$ cat config.mk
export PLATFORM = sky130hd
export DESIGN_NAME = rccr_regs
export DESIGN_NICKNAME = d
export VERILOG_FILES = /design/src/include/rccr_pkg.sv /design/src/design/rccr_regs.sv
export SDC_FILE = /design/constraint.sdc
export NUM_CORES = 1
export LEC_CHECK = 0
export BUFFER_PORTS_ARGS = -buffer_cell sky130_fd_sc_hd__buf_2
export CORE_MARGIN = 1
export CORE_UTILIZATION = 40
export DETAILED_ROUTE_END_ITERATION = 10
export SLEW_MARGIN = 20
export SYNTH_ARGS = -nofsm -noshare
export SYNTH_HDL_FRONTEND = slang
export SYNTH_SLANG_ARGS = --single-unit
$ cat constraint.sdc
create_clock -name i_mclk -period 3 [get_ports i_mclk]
set_clock_uncertainty 0.1 [all_clocks]
set_input_delay 0.45 -clock i_mclk [delete_from_list [all_inputs] [get_ports i_mclk]]
set_output_delay 0.45 -clock i_mclk [all_outputs]
set_load 0.05 [all_outputs]
$ cat src/include/rccr_pkg.sv
`default_nettype none
package rccr_pkg;
  localparam logic [7:0] ADDR_SOFT_RESET = 8'h00;
  localparam logic [7:0] ADDR_LOSS_FLAGS = 8'h01;
  localparam logic [7:0] ADDR_EQ_BOOST = 8'h03;
  localparam logic [7:0] ADDR_DAC_START0 = 8'h08;
  localparam logic [7:0] ADDR_OVR_EN = 8'h09;
  localparam logic [7:0] ADDR_CDR_RST = 8'h0a;
  localparam logic [7:0] ADDR_DAC_START1 = 8'h0b;
  localparam logic [7:0] ADDR_PAT_CLK = 8'h0d;
  localparam logic [7:0] ADDR_EYE_CFG = 8'h11;
  localparam logic [7:0] ADDR_BOOST_LIM = 8'h13;
  localparam logic [7:0] ADDR_SD_FORCE = 8'h14;
  localparam logic [7:0] ADDR_DEEMPH = 8'h15;
  localparam logic [7:0] ADDR_VCO_DIV = 8'h18;
  localparam logic [7:0] ADDR_MUX_PAT = 8'h1e;
  localparam logic [7:0] ADDR_POLARITY = 8'h1f;
  localparam logic [7:0] ADDR_EYE_CTL = 8'h24;
  localparam logic [7:0] ADDR_EYE_CNT_HI = 8'h25;
  localparam logic [7:0] ADDR_EYE_CNT_LO = 8'h26;
  localparam logic [7:0] ADDR_HEYE = 8'h27;
  localparam logic [7:0] ADDR_VEYE = 8'h28;
  localparam logic [7:0] ADDR_EYE_RANGE = 8'h29;
  localparam logic [7:0] ADDR_EYE_TIMER = 8'h2a;
  localparam logic [7:0] ADDR_SWING = 8'h2d;
  localparam logic [7:0] ADDR_RATE = 8'h2f;
  localparam logic [7:0] ADDR_EYE_INT_PAT = 8'h30;
  localparam logic [7:0] ADDR_ADAPT_MODE = 8'h31;
  localparam logic [7:0] ADDR_EYE_THR = 8'h32;
  localparam logic [7:0] ADDR_EYE_INT_EN = 8'h36;
  // Writable-bit masks per register; other bits read zero, except bit 4 of 0x30, which reads the eye interrupt flag.
  localparam logic [7:0] MASK_SOFT_RESET = 8'h04;
  localparam logic [7:0] MASK_EQ_BOOST = 8'hff;
  localparam logic [7:0] MASK_DAC = 8'h1f;
  localparam logic [7:0] MASK_OVR_EN = 8'ha4;
  localparam logic [7:0] MASK_CDR_RST = 8'h0c;
  localparam logic [7:0] MASK_PAT_CLK = 8'h20;
  localparam logic [7:0] MASK_EYE_CFG = 8'he0;
  localparam logic [7:0] MASK_BOOST_LIM = 8'h04;
  localparam logic [7:0] MASK_SD_FORCE = 8'hc0;
  localparam logic [7:0] MASK_DEEMPH = 8'h47;
  localparam logic [7:0] MASK_VCO_DIV = 8'h74;
  localparam logic [7:0] MASK_MUX_PAT = 8'hf0;
  localparam logic [7:0] MASK_POLARITY = 8'h80;
  localparam logic [7:0] MASK_EYE_CTL = 8'h81;
  localparam logic [7:0] MASK_FULL = 8'hff;
  localparam logic [7:0] MASK_SWING = 8'h07;
  localparam logic [7:0] MASK_EYE_PAT = 8'h0b;
  localparam logic [7:0] MASK_ADAPT = 8'h78;
  localparam logic [7:0] MASK_EYE_INT_EN = 8'h40;
  // Reset values.
  localparam logic [7:0] RST_ZERO = 8'h00;
  localparam logic [7:0] RST_DAC_START1 = 8'h0f;
  localparam logic [7:0] RST_EYE_CFG = 8'h20;
  localparam logic [7:0] RST_VCO_DIV = 8'h40;
  localparam logic [7:0] RST_MUX_PAT = 8'he0;
  localparam logic [7:0] RST_EYE_TIMER = 8'h30;
  localparam logic [7:0] RST_RATE = 8'h06;
  localparam logic [7:0] RST_ADAPT = 8'h20;
  localparam logic [7:0] RST_EYE_THR = 8'h11;
  // Field positions.
  localparam int BIT_SOFT_RESET = 2;
  localparam int BIT_LOCK_LOSS = 4;
  localparam int BIT_DETECT_LOSS = 0;
  localparam int BIT_DAC_OVR = 7;
  localparam int BIT_MUX_OVR = 5;
  localparam int BIT_DIV_OVR = 2;
  localparam int BIT_RST_OVR = 3;
  localparam int BIT_RST_VAL = 2;
  localparam int BIT_PAT_CLK = 5;
  localparam int BIT_EYE_PD = 5;
  localparam int BIT_BOOST_LIM = 2;
  localparam int BIT_FORCE_ON = 7;
  localparam int BIT_FORCE_OFF = 6;
  localparam int BIT_DEEMPH_RANGE = 6;
  localparam int BIT_PAT_EN = 4;
  localparam int BIT_POLARITY = 7;
  localparam int BIT_FAST_EYE = 7;
  localparam int BIT_EYE_START = 0;
  localparam int BIT_ADAPT_IDX = 3;
  localparam int BIT_PPM_CHECK = 2;
  localparam int BIT_FLD_DISABLE = 1;
  localparam int BIT_ADAPT_START = 0;
  localparam int BIT_EYE_INT = 4;
  localparam int BIT_PAT_DIG = 3;
  localparam int BIT_EYE_INT_EN = 6;
  localparam int NUM_REGS = 22;
endpackage
`default_nettype wire

$ cat src/design/rccr_regs.sv
`timescale 1ns/1ps
`default_nettype none
module rccr_regs
  import rccr_pkg::*;
(
  // Clock and reset
  input wire logic i_mclk,
  input wire logic i_rst_n,
  // Register access from the selected-channel decoder
  input wire logic i_wr_en,
  input wire logic [7:0] i_addr,
  input wire logic [7:0] i_wdata,
  output logic [7:0] o_rdata,
  // Status from the analog and recovery logic
  input wire logic i_lock_lost,
  input wire logic i_detect_lost,
  input wire logic i_raw_detect,
  input wire logic i_eye_done,
  input wire logic [15:0] i_eye_count,
  input wire logic [7:0] i_heye,
  input wire logic [7:0] i_veye,
  // Equalizer
  output logic [1:0] o_boost_stage_zero,
  output logic [1:0] o_boost_stage_one,
  output logic [1:0] o_boost_stage_two,
  output logic [2:0] o_boost_stage_three,
  output logic o_adapt_start,
  output logic [1:0] o_adapt_mode,
  output logic [1:0] o_merit_type,
  output logic o_adapt_index_override,
  // Clock recovery
  output logic o_vco_dac_override_enable,
  output logic [4:0] o_vco_dac_start_value_zero,
  output logic [4:0] o_vco_dac_start_value_one,
  output logic o_output_mux_override_enable,
  output logic [2:0] o_output_mux_sel,
  output logic o_divider_override_enable,
  output logic [2:0] o_vco_div_ratio,
  output logic o_recovery_reset,
  output logic [1:0] o_rate,
  output logic [1:0] o_subrate,
  output logic o_ppm_check_en,
  output logic o_false_lock_disable,
  // Signal detect
  output logic o_signal_detect,
  // Driver
  output logic o_polarity_invert,
  output logic [2:0] o_deemphasis,
  output logic o_deemphasis_range,
  output logic [2:0] o_swing,
  output logic o_slow_edges,
  // Pattern generator
  output logic o_pattern_enable,
  output logic o_pattern_clock_enable,
  output logic o_pattern_digital_enable,
  output logic [1:0] o_pattern_select,
  // Eye monitor
  output logic o_eye_monitor_powerdown,
  output logic [1:0] o_eye_vrange,
  output logic o_eye_start,
  output logic o_fast_eye,
  output logic [7:0] o_eye_timer_threshold,
  output logic o_eye_interrupt
);

  // ==========================================================================
  // Register table
  // ==========================================================================
  localparam logic [7:0] ADDR_TBL [NUM_REGS] = '{
    ADDR_EQ_BOOST, ADDR_DAC_START0, ADDR_OVR_EN, ADDR_CDR_RST, ADDR_DAC_START1,
    ADDR_PAT_CLK, ADDR_EYE_CFG, ADDR_BOOST_LIM, ADDR_SD_FORCE, ADDR_DEEMPH,
    ADDR_VCO_DIV, ADDR_MUX_PAT, ADDR_POLARITY, ADDR_EYE_CTL, ADDR_EYE_TIMER,
    ADDR_SWING, ADDR_RATE, ADDR_EYE_INT_PAT, ADDR_ADAPT_MODE, ADDR_EYE_THR,
    ADDR_EYE_INT_EN, ADDR_SOFT_RESET};
  localparam logic [7:0] MASK_TBL [NUM_REGS] = '{
    MASK_EQ_BOOST, MASK_DAC, MASK_OVR_EN, MASK_CDR_RST, MASK_DAC,
    MASK_PAT_CLK, MASK_EYE_CFG, MASK_BOOST_LIM, MASK_SD_FORCE, MASK_DEEMPH,
    MASK_VCO_DIV, MASK_MUX_PAT, MASK_POLARITY, MASK_EYE_CTL, MASK_FULL,
    MASK_SWING, MASK_FULL, MASK_EYE_PAT, MASK_ADAPT, MASK_FULL,
    MASK_EYE_INT_EN, MASK_SOFT_RESET};
  localparam logic [7:0] RST_TBL [NUM_REGS] = '{
    RST_ZERO, RST_ZERO, RST_ZERO, RST_ZERO, RST_DAC_START1,
    RST_ZERO, RST_EYE_CFG, RST_ZERO, RST_ZERO, RST_ZERO,
    RST_VCO_DIV, RST_MUX_PAT, RST_ZERO, RST_ZERO, RST_EYE_TIMER,
    RST_ZERO, RST_RATE, RST_ZERO, RST_ADAPT, RST_EYE_THR,
    RST_ZERO, RST_ZERO};
  localparam int IX_BOOST = 0;
  localparam int IX_DAC0 = 1;
  localparam int IX_OVR = 2;
  localparam int IX_CDR = 3;
  localparam int IX_DAC1 = 4;
  localparam int IX_PATCLK = 5;
  localparam int IX_EYECFG = 6;
  localparam int IX_LIM = 7;
  localparam int IX_SD = 8;
  localparam int IX_DEEMPH = 9;
  localparam int IX_DIV = 10;
  localparam int IX_MUX = 11;
  localparam int IX_POL = 12;
  localparam int IX_EYECTL = 13;
  localparam int IX_TIMER = 14;
  localparam int IX_SWING = 15;
  localparam int IX_RATE = 16;
  localparam int IX_PAT = 17;
  localparam int IX_ADAPT = 18;
  localparam int IX_THR = 19;
  localparam int IX_INTEN = 20;
  localparam int IX_SOFT = 21;

  logic [7:0] regs_r [NUM_REGS];
  logic [NUM_REGS-1:0] hit;
  logic soft_reset;
  logic lock_loss_r;
  logic detect_loss_r;
  logic eye_int_r;
  logic [15:0] eye_count_r;
  logic [7:0] heye_r;
  logic [7:0] veye_r;
  logic [7:0] rd_table;
  logic [7:0] rd_status;
  logic eye_below;

  // ==========================================================================
  // Writable registers
  // ==========================================================================
  // A soft reset is itself a register write, so the whole set returns to
  // defaults on the following edge and the trigger bit reads back as zero.
  assign soft_reset = i_wr_en && (i_addr == ADDR_SOFT_RESET) && i_wdata[BIT_SOFT_RESET];

  genvar g;
  generate
    for (g = 0; g < NUM_REGS; g++)
    begin : g_reg
      assign hit[g] = (i_addr == ADDR_TBL[g]);
      always_ff @(posedge i_mclk)
      begin
        if (!i_rst_n || soft_reset)
          regs_r[g] <= RST_TBL[g];
        else if (i_wr_en && hit[g])
          regs_r[g] <= i_wdata & MASK_TBL[g];
        else if (g == IX_EYECTL)
          regs_r[g] <= regs_r[g] & ~(8'h01 << BIT_EYE_START);
        else if (g == IX_SOFT)
          regs_r[g] <= RST_ZERO;
      end
    end
  endgenerate

  // ==========================================================================
  // Status captured from the channel
  // ==========================================================================
  // The eye threshold compares only the upper nibble of each 8-bit opening.
  assign eye_below = regs_r[IX_INTEN][BIT_EYE_INT_EN] &&
                     ((i_heye[7:4] < regs_r[IX_THR][7:4]) ||
                      (i_veye[7:4] < regs_r[IX_THR][3:0]));

  always_ff @(posedge i_mclk)
  begin
    if (!i_rst_n || soft_reset)
    begin
      lock_loss_r <= 1'b0;
      detect_loss_r <= 1'b0;
      eye_int_r <= 1'b0;
      eye_count_r <= 16'h0000;
      heye_r <= 8'h00;
      veye_r <= 8'h00;
    end
    else
    begin
      lock_loss_r <= i_lock_lost;
      detect_loss_r <= i_detect_lost;
      eye_int_r <= eye_below;
      heye_r <= i_heye;
      veye_r <= i_veye;
      if (i_eye_done)
        eye_count_r <= i_eye_count;
    end
  end

  // ==========================================================================
  // Read-back
  // ==========================================================================
  always_comb
  begin
    rd_table = 8'h00;
    for (int k = 0; k < NUM_REGS; k++)
      if (hit[k])
        rd_table = regs_r[k];
  end

  always_comb
  begin
    case (i_addr)
      ADDR_LOSS_FLAGS: rd_status = {3'h0, lock_loss_r, 3'h0, detect_loss_r};
      ADDR_EYE_CNT_HI: rd_status = eye_count_r[15:8];
      ADDR_EYE_CNT_LO: rd_status = eye_count_r[7:0];
      ADDR_HEYE: rd_status = heye_r;
      ADDR_VEYE: rd_status = veye_r;
      ADDR_EYE_RANGE: rd_status = {1'b0, regs_r[IX_EYECFG][7:6], 5'h00};
      ADDR_EYE_INT_PAT: rd_status = regs_r[IX_PAT] | ({7'h00, eye_int_r} << BIT_EYE_INT);
      default: rd_status = rd_table;
    endcase
  end

  assign o_rdata = rd_status;

  // ==========================================================================
  // Control outputs
  // ==========================================================================
  assign o_boost_stage_zero = regs_r[IX_BOOST][7:6];
  assign o_boost_stage_one = regs_r[IX_BOOST][5:4];
  assign o_boost_stage_two = regs_r[IX_BOOST][3:2];
  assign o_boost_stage_three = {regs_r[IX_LIM][BIT_BOOST_LIM], regs_r[IX_BOOST][1:0]};
  assign o_vco_dac_override_enable = regs_r[IX_OVR][BIT_DAC_OVR];
  // Gated values stay zero while their override is off, so the analog side
  // cannot pick up a stale setting by accident.
  assign o_vco_dac_start_value_zero = o_vco_dac_override_enable ? regs_r[IX_DAC0][4:0] : 5'h00;
  assign o_vco_dac_start_value_one = o_vco_dac_override_enable ? regs_r[IX_DAC1][4:0] : 5'h00;
  assign o_output_mux_override_enable = regs_r[IX_OVR][BIT_MUX_OVR];
  assign o_output_mux_sel = o_output_mux_override_enable ? regs_r[IX_MUX][7:5] : 3'h0;
  assign o_divider_override_enable = regs_r[IX_OVR][BIT_DIV_OVR];
  assign o_vco_div_ratio = o_divider_override_enable ? regs_r[IX_DIV][6:4] : 3'h0;
  assign o_slow_edges = regs_r[IX_DIV][BIT_DIV_OVR];
  assign o_recovery_reset = regs_r[IX_CDR][BIT_RST_OVR] && regs_r[IX_CDR][BIT_RST_VAL];
  assign o_signal_detect = regs_r[IX_SD][BIT_FORCE_ON] ||
                           (!regs_r[IX_SD][BIT_FORCE_OFF] && i_raw_detect);
  assign o_pattern_enable = regs_r[IX_MUX][BIT_PAT_EN];
  assign o_pattern_clock_enable = regs_r[IX_PATCLK][BIT_PAT_CLK];
  assign o_pattern_digital_enable = regs_r[IX_PAT][BIT_PAT_DIG];
  assign o_pattern_select = regs_r[IX_PAT][1:0];
  assign o_polarity_invert = regs_r[IX_POL][BIT_POLARITY];
  assign o_deemphasis = regs_r[IX_DEEMPH][2:0];
  assign o_deemphasis_range = regs_r[IX_DEEMPH][BIT_DEEMPH_RANGE];
  assign o_swing = regs_r[IX_SWING][2:0];
  assign o_eye_start = regs_r[IX_EYECTL][BIT_EYE_START];
  assign o_eye_monitor_powerdown = regs_r[IX_EYECFG][BIT_EYE_PD];
  assign o_eye_vrange = regs_r[IX_EYECFG][7:6];
  assign o_eye_timer_threshold = regs_r[IX_TIMER];
  assign o_fast_eye = regs_r[IX_EYECTL][BIT_FAST_EYE];
  assign o_rate = regs_r[IX_RATE][7:6];
  assign o_subrate = regs_r[IX_RATE][5:4];
  assign o_adapt_index_override = regs_r[IX_RATE][BIT_ADAPT_IDX];
  assign o_ppm_check_en = regs_r[IX_RATE][BIT_PPM_CHECK];
  assign o_false_lock_disable = regs_r[IX_RATE][BIT_FLD_DISABLE];
  assign o_adapt_start = regs_r[IX_RATE][BIT_ADAPT_START];
  assign o_adapt_mode = regs_r[IX_ADAPT][6:5];
  assign o_merit_type = regs_r[IX_ADAPT][4:3];
  assign o_eye_interrupt = eye_int_r;

endmodule
`default_nettype wire

==> results of run 1 <==
[routing by layer]
layer	up-vias	wire length [um]	GRT usage
met5	-	0	0
met4	0	978	0.135
met3	67	2170	0.0682
met2	338	11600	0.495
met1	2930	10800	0.413
li1	2661	-	-
[state kept, by name (all words and copies together), names as in the netlist]
name,flops
o_eye_interrupt,1
heye_r,8
veye_r,8
detect_loss_r,1
lock_loss_r,1
eye_count_r,16
regs_r,81
[what timing repair did]
item	in CTS	in global routing
setup endpoints to repair	2	5
resized for setup	3	4
buffers inserted	0	3
pin swaps	0	1
endpoints found under the hold margin	0	0
[synthesized netlist by cell type (all sizes together), types with 3 or more instances]
cell type | count | area share
a22oi | 13 | 0.015
a21o | 10 | 0.012
nor2b | 8 | 0.0078
or2 | 4 | 0.0039
o21ai | 31 | 0.024
a31oi | 6 | 0.0058
ha | 6 | 0.012
nand3 | 14 | 0.011
a32oi | 7 | 0.0095
nor3 | 27 | 0.023
mux2i | 23 | 0.036
nand2 | 57 | 0.034
inv | 13 | 0.0076
o211ai | 3 | 0.0035
nand4 | 3 | 0.0029
nor2 | 44 | 0.026
and2 | 51 | 0.049
dfxtp | 35 | 0.11
nor4 | 5 | 0.0072
a211oi | 4 | 0.0047
o31ai | 5 | 0.0058
or3 | 9 | 0.0095
o32ai | 5 | 0.0068
nor3b | 4 | 0.0054
o22ai | 6 | 0.0058
buf | 58 | 0.062
edfxtp | 81 | 0.38
nand2b | 10 | 0.011
a221oi | 3 | 0.0041
a21oi | 22 | 0.017
and3 | 39 | 0.038
clkbuf | 23 | 0.014
[power groups by stage]
| stage | Sequential (W) | Clock, W | Combinational, W |
|---|---|---|---|
| after floorplan | 0.00190 | 0 | 0.000414 |
| after global placement | 0.00189 | 0 | 0.000673 |
| after detailed placement | 0.00189 | 0 | 0.000676 |
| after CTS | 0.00186 | 0.00204 | 0.000679 |
| after global routing | 0.00187 | 0.00211 | 0.000720 |
| final | 0.00186 | 0.00203 | 0.000687 |
[layout make-up]
class	instances	area (um^2)
clock buffer	25	518
clock inverter	7	67.6
fill	1494	7700
inverter	13	48.8
multi-input combinational	448	2830
sequential	116	3130
tap	216	270
timing repair buffer	208	1260
[final timing paths]
check | start | to | slack [ps] | cells after the start
max | i_addr[7] | o_rdata[5] | 30 | 8
min | i_veye[0] | veye_r[0] | 120 | 2
max reg2reg | regs_r[2][29] | o_eye_interrupt | 1530 | 6
min reg2reg | eye_count_r[14] | eye_count_r[14] | 400 | 2
[logic make-up (layout without fill, tap and decap cells)]
| group | Yosys count | count (layout) | share of synthesized area |
|---|---|---|---|
| and+or+nand+nor | 279 | 279 | 0.233 |
| AOI/OAI and AO/OA | 136 | 136 | 0.148 |
| DFF | 116 | 116 | 0.486 |
| buffers and inverters | 94 | 253 | 0.0834 |
| muxes | 24 | 24 | 0.0374 |
| adders and majority gates | 6 | 6 | 0.0116 |
| other | 2 | 3 | 0.00116 |
[critical path: stages]
cell and delay, ps:
buf_2 130, or3_4 430, or2_2 300, buf_4 210, nor4_2 370, a211oi_2 110, o22ai_2 130, buf_2 290
[through the flow]
| step | hold slack, ps | area (um^2) | utilization | total power, W |
|---|---|---|---|---|
| floorplan | 356 | 6470 | - | 0.00232 |
| global placement | 377 | 7490 | 0.473 | 0.00256 |
| detailed placement | 394 | 7490 | 0.473 | 0.00257 |
| CTS | 122 | 8090 | 0.511 | 0.00458 |
| global route | 134 | 8120 | 0.513 | 0.00470 |
| finish | 124 | 8120 | 0.513 | 0.00458 |
==> results.md, run 1 <==
* Setup Viol. Count Final at 0
* Reported leakage power at 3.46 nW
* Reg power frac at 0.407
* Share of flip-flops with an asynchronous set or reset after synthesis at 0
* Data required time at the worst endpoint at 2450 ps
* Number of buffers between clock root and the deepest sink at 2
* Total Routed Length at 25,500 um
* Top library cells by usage in the layout, fill and taps aside: buf_2 (131), edfxtp_1 (81), buf_4 (74)
* Combinational cell fraction of total power at 0.150
* Arr. time, crit path at 2420 ps
* Worst Setup Slack, final at 26.6 ps
* Number of buffers inserted by port buffering at 132
* Die Wd at 129 um
* PwrDens at 564 mW/mm^2
* Global-route wire length before repair at 36,400 um
* Total internal power at 0.00328 W
* Layout cell share with drive strength beyond 1 at 0.317
* Die boundary height at 129 um
* Initial Utilization at 0.408
* Clock power frac at 0.443
* Placed cell count at 998
* Cts-stage hold buffer count at 0
* Via total after detailed routing at 5,996
* Routability-driven placement congestion ratio at 1.01
* Clock insertion delay at the later pin of the skew report at 430 ps
* Number of global-route vias before repair at 5,649
* Fraction of the cycle the final worst path needs at 0.991
* Largest net degree at the start of global routing at 32
* Diode insertion count for antenna repair at 0
* Via density at 5.80
* Element type at the critical path start: input pin
* Worst slew margin at 0.507
* Pin slew with the least headroom to its limit at 732 ps
* Status: completed
* Count of pins on the block boundary at 133
* Total iterations of the first detailed-routing run at 5
* Mean instance size in the synthesized netlist at 9.82 um^2
* Setup repair after global routing missed its margin: no
* Synthesized instance count at 657
* Area enclosed by the die boundary at 0.0166 mm^2
* Post-DRT Antenna Nets at 0
* Most common library cell in the layout ignoring fill and taps: buf_2
* Final Slew Violations at 0
* Net Switching at 0.00130 W
* TritonCTS clock tree: yes
* Cts bufs inserted at 17
* Core Area at 0.0158 mm^2
* Layout overhead on the synthesized area at 25.9%
* Congestion Overflow GR at 0
* Drt drc at 0
* Routed WL per cell at 24.7 um
* Initial antenna violation count at 1
* Clock Root Buffer: clkbuf_16
* Number of DRC markers in iteration 0 at 590
* Distinct cell type count of the synthesized netlist at 63
* Yosys synthesis warning count at 0
* Main flop type after synthesis: edfxtp_1
* Final Hold Violating Endpoints at 0
* Total Neg Setup Slack at 0 ps
* Clock tree sinks at 116
* Clock-pin slew on the worst setup and hold paths at 50 ps
* Timing-limited maximum frequency at 336 MHz
* Count of state elements after synthesis at 116
* Share of total power consumed by net switching at 0.285
* CP endpoint kind: output pin
* FP Rows at 46
* Global router's overall resource usage at 0.313
* Detail Placement HPWL at 19,400 um
* Cell Area, Synth at 0.00645 mm^2
* Critical path class: input pin to output pin
* Share of synthesized area occupied by flip-flops and latches at 0.486
* Level count of the clock H-tree at 4
* Largest driver fanout on the critical path at 12
* Worst slack at placement at -40.0 ps
* Highest ir drop seen on vdd at 376 uV
* Number of flops mapped to enable cells by yosys at 81
* Non-Filler Instances at 1,033
* Worst min path class: input pin to flip-flop
* Final Critical Period at 2970 ps
* Maxcap violations at 0
* Post-layout nets at 865
(Power assumes the default switching activity.)
==> run 2, diff against run 1 <==
--- a/config.mk
+++ b/config.mk
@@ -8,6 +8,7 @@
 export BUFFER_PORTS_ARGS = -buffer_cell sky130_fd_sc_hd__buf_2
 export CORE_MARGIN = 1
 export CORE_UTILIZATION = 40
+export CTS_BUF_LIST = sky130_fd_sc_hd__clkbuf_8
 export DETAILED_ROUTE_END_ITERATION = 10
 export SLEW_MARGIN = 20
 export SYNTH_ARGS = -nofsm -noshare
==> results.md, run 2 (synthesis gave the netlist of run 1 again) <==
* Routability-driven placement congestion ratio at 1.01
* Failing checks: setup timing
* Final Util at 0.502
* Global Route met2 Usage at 0.492
* Final hold slack at 113 ps
* Layout overhead on the synthesized area at 23.1%
* Number of DRC markers in iteration 0 at 757
* Critical path class: input pin to output pin
* Number of global-route vias before repair at 5,617
* Die boundary height at 129 um
* Detail Placement HPWL at 19,400 um
* Final Critical Period at 3040 ps
* Highest ir drop seen on vdd at 246 uV
* Count of pins on the block boundary at 133
* Clock tree sinks at 116
* Core Area at 0.0158 mm^2
* Global-route wire length before repair at 36,100 um
* Initial antenna violation count at 1
* Maxcap violations at 0
* Final Hold Violating Endpoints at 0
* Die Wd at 129 um
* Level count of the clock H-tree at 4
* Via density at 5.77
* Total iterations of the first detailed-routing run at 6
* Worst slew margin at 0.520
* Largest registers in the final layout: regs_r: 81 flops, eye_count_r: 16 flops
* Clock-pin slew on the worst setup and hold paths at 70 ps
* Diode insertion count for antenna repair at 0
* Cts bufs inserted at 17
* # fillers at 1,502
* Number of buffers between clock root and the deepest sink at 2
* Area enclosed by the die boundary at 0.0166 mm^2
* Layout cell share with drive strength beyond 1 at 0.317
* Post-layout nets at 865
* TritonCTS clock tree: yes
* Congestion Overflow GR at 0
* Status: finished with violations
* Worst Setup Slack, final at -36.2 ps
* Total Routed Length at 25,300 um
* Setup Viol. Count Final at 1
* Post-DRT Antenna Nets at 0
* Routing layer with the top usage in global route: met2
* Most common library cell in the layout ignoring fill and taps: buf_2
* Element type at the critical path start: input pin
* Clock insertion delay at the later pin of the skew report at 440 ps
* Number of cells on the worst reg-to-reg path at 6
* Global router's overall resource usage at 0.311
* Hold Path Cell Cnt at 2
* Setup repair after global routing missed its margin: no
* Origin of the worst min-delay path: i_veye[0]
* Initial Utilization at 0.408
* Number of flip-flops in the largest register at 81
* Cts-stage hold buffer count at 0
* Routed WL per cell at 24.5 um
* Worst Hold End: veye_r[0]
* Clock Root Buffer: clkbuf_8
* Via total after detailed routing at 5,956
* Final Slew Violations at 0
* Met1 demand-to-capacity share in global routing at 0.409
* Data required time at the worst endpoint at 2450 ps
* Drt drc at 0
* Largest net degree at the start of global routing at 32
* PwrDens at 513 mW/mm^2
* Worst min path class: input pin to flip-flop
* Pin slew with the least headroom to its limit at 713 ps
* Arr. time, crit path at 2490 ps
* GR met3 Demand/Resource at 0.0773
* Total Neg Setup Slack at -36.2 ps
* Number of buffers inserted by port buffering at 132
* FP Rows at 46
* Largest driver fanout on the critical path at 9
* Setup slack on the worst flop-to-flop path at 1530 ps
* Reported leakage power at 3.40 nW
* CP endpoint kind: output pin
* Timing-limited maximum frequency at 329 MHz
* Register with the most flip-flops: regs_r
* Worst reg2reg path endpoint: o_eye_interrupt
* Reg-to-reg startpoint: regs_r[2][29]
* Fraction of the cycle the final worst path needs at 1.01
* Top library cells by usage in the layout, fill and taps aside: buf_2 (131), edfxtp_1 (81), buf_4 (74)
-- run 2: per-stage QoR --
step	total power, W	std cells	area [um^2]	setup WS (ps)
2_1_floorplan	0.00232	658	6470	-10.7
3_3_place_gp	0.00256	998	7490	-116
3_5_place_dp	0.00257	998	7490	-40.0
4_1_cts	0.00408	1030	7910	24.3
5_1_grt	0.00420	1033	7940	0.543
6_report	0.00407	1033	7940	-36.2
-- run 2: cell type report --
| class | count | area (um^2) | share of cell area |
|---|---|---|---|
| flip-flops and latches | 116 | 3130 | 0.394 |
| multi-input cells | 448 | 2830 | 0.356 |
| repair buffers | 208 | 1260 | 0.158 |
| well taps | 216 | 270 | 0.0340 |
| clock buffers | 19 | 262 | 0.0329 |
| clock inverters | 13 | 143 | 0.0180 |
| inverters | 13 | 48.8 | 0.00614 |
-- run 2: how the worst max path moves through the flow --
stage | start | endpoint | slack [ps] | depth (start not counted)
floorplan | i_addr[5] | o_rdata[7] | -10 | 7
global placement | i_addr[1] | o_rdata[5] | -120 | 9
detailed placement | i_addr[1] | o_rdata[5] | -40 | 9
CTS | i_addr[7] | o_rdata[5] | 20 | 8
global route | i_addr[0] | o_rdata[4] | 0.5 | 10
finish | i_addr[0] | o_rdata[1] | -40 | 7
-- run 2: power by group --
part | total (W) | internal (W) | switching [W]
logic | 0.000687 | 0.000199 | 0.000488
clock network | 0.00153 | 0.000851 | 0.000675
registers | 0.00186 | 0.00179 | 0.0000651
-- run 2: per-layer routing --
layer,part of all wire,up-vias
met2,0.46,314
met3,0.087,56
met4,0.033,0
met1,0.42,2926
li1,-,2660
met5,0,-
-- run 2: worst max-delay path, stage by stage --
cell and delay [ps]:
buf_2 220, and2_1 440, a22oi_1 200, o21ai_0 450, a221oi_1 180, o21ai_1 240, buf_2 310
-- run 2: timing repair --
action,4_1_cts,5_1_grt
pin swaps,0,1
gates resized for setup,3,4
buffers inserted,0,3
setup endpoints to repair,2,5
hold endpoints to repair,0,0
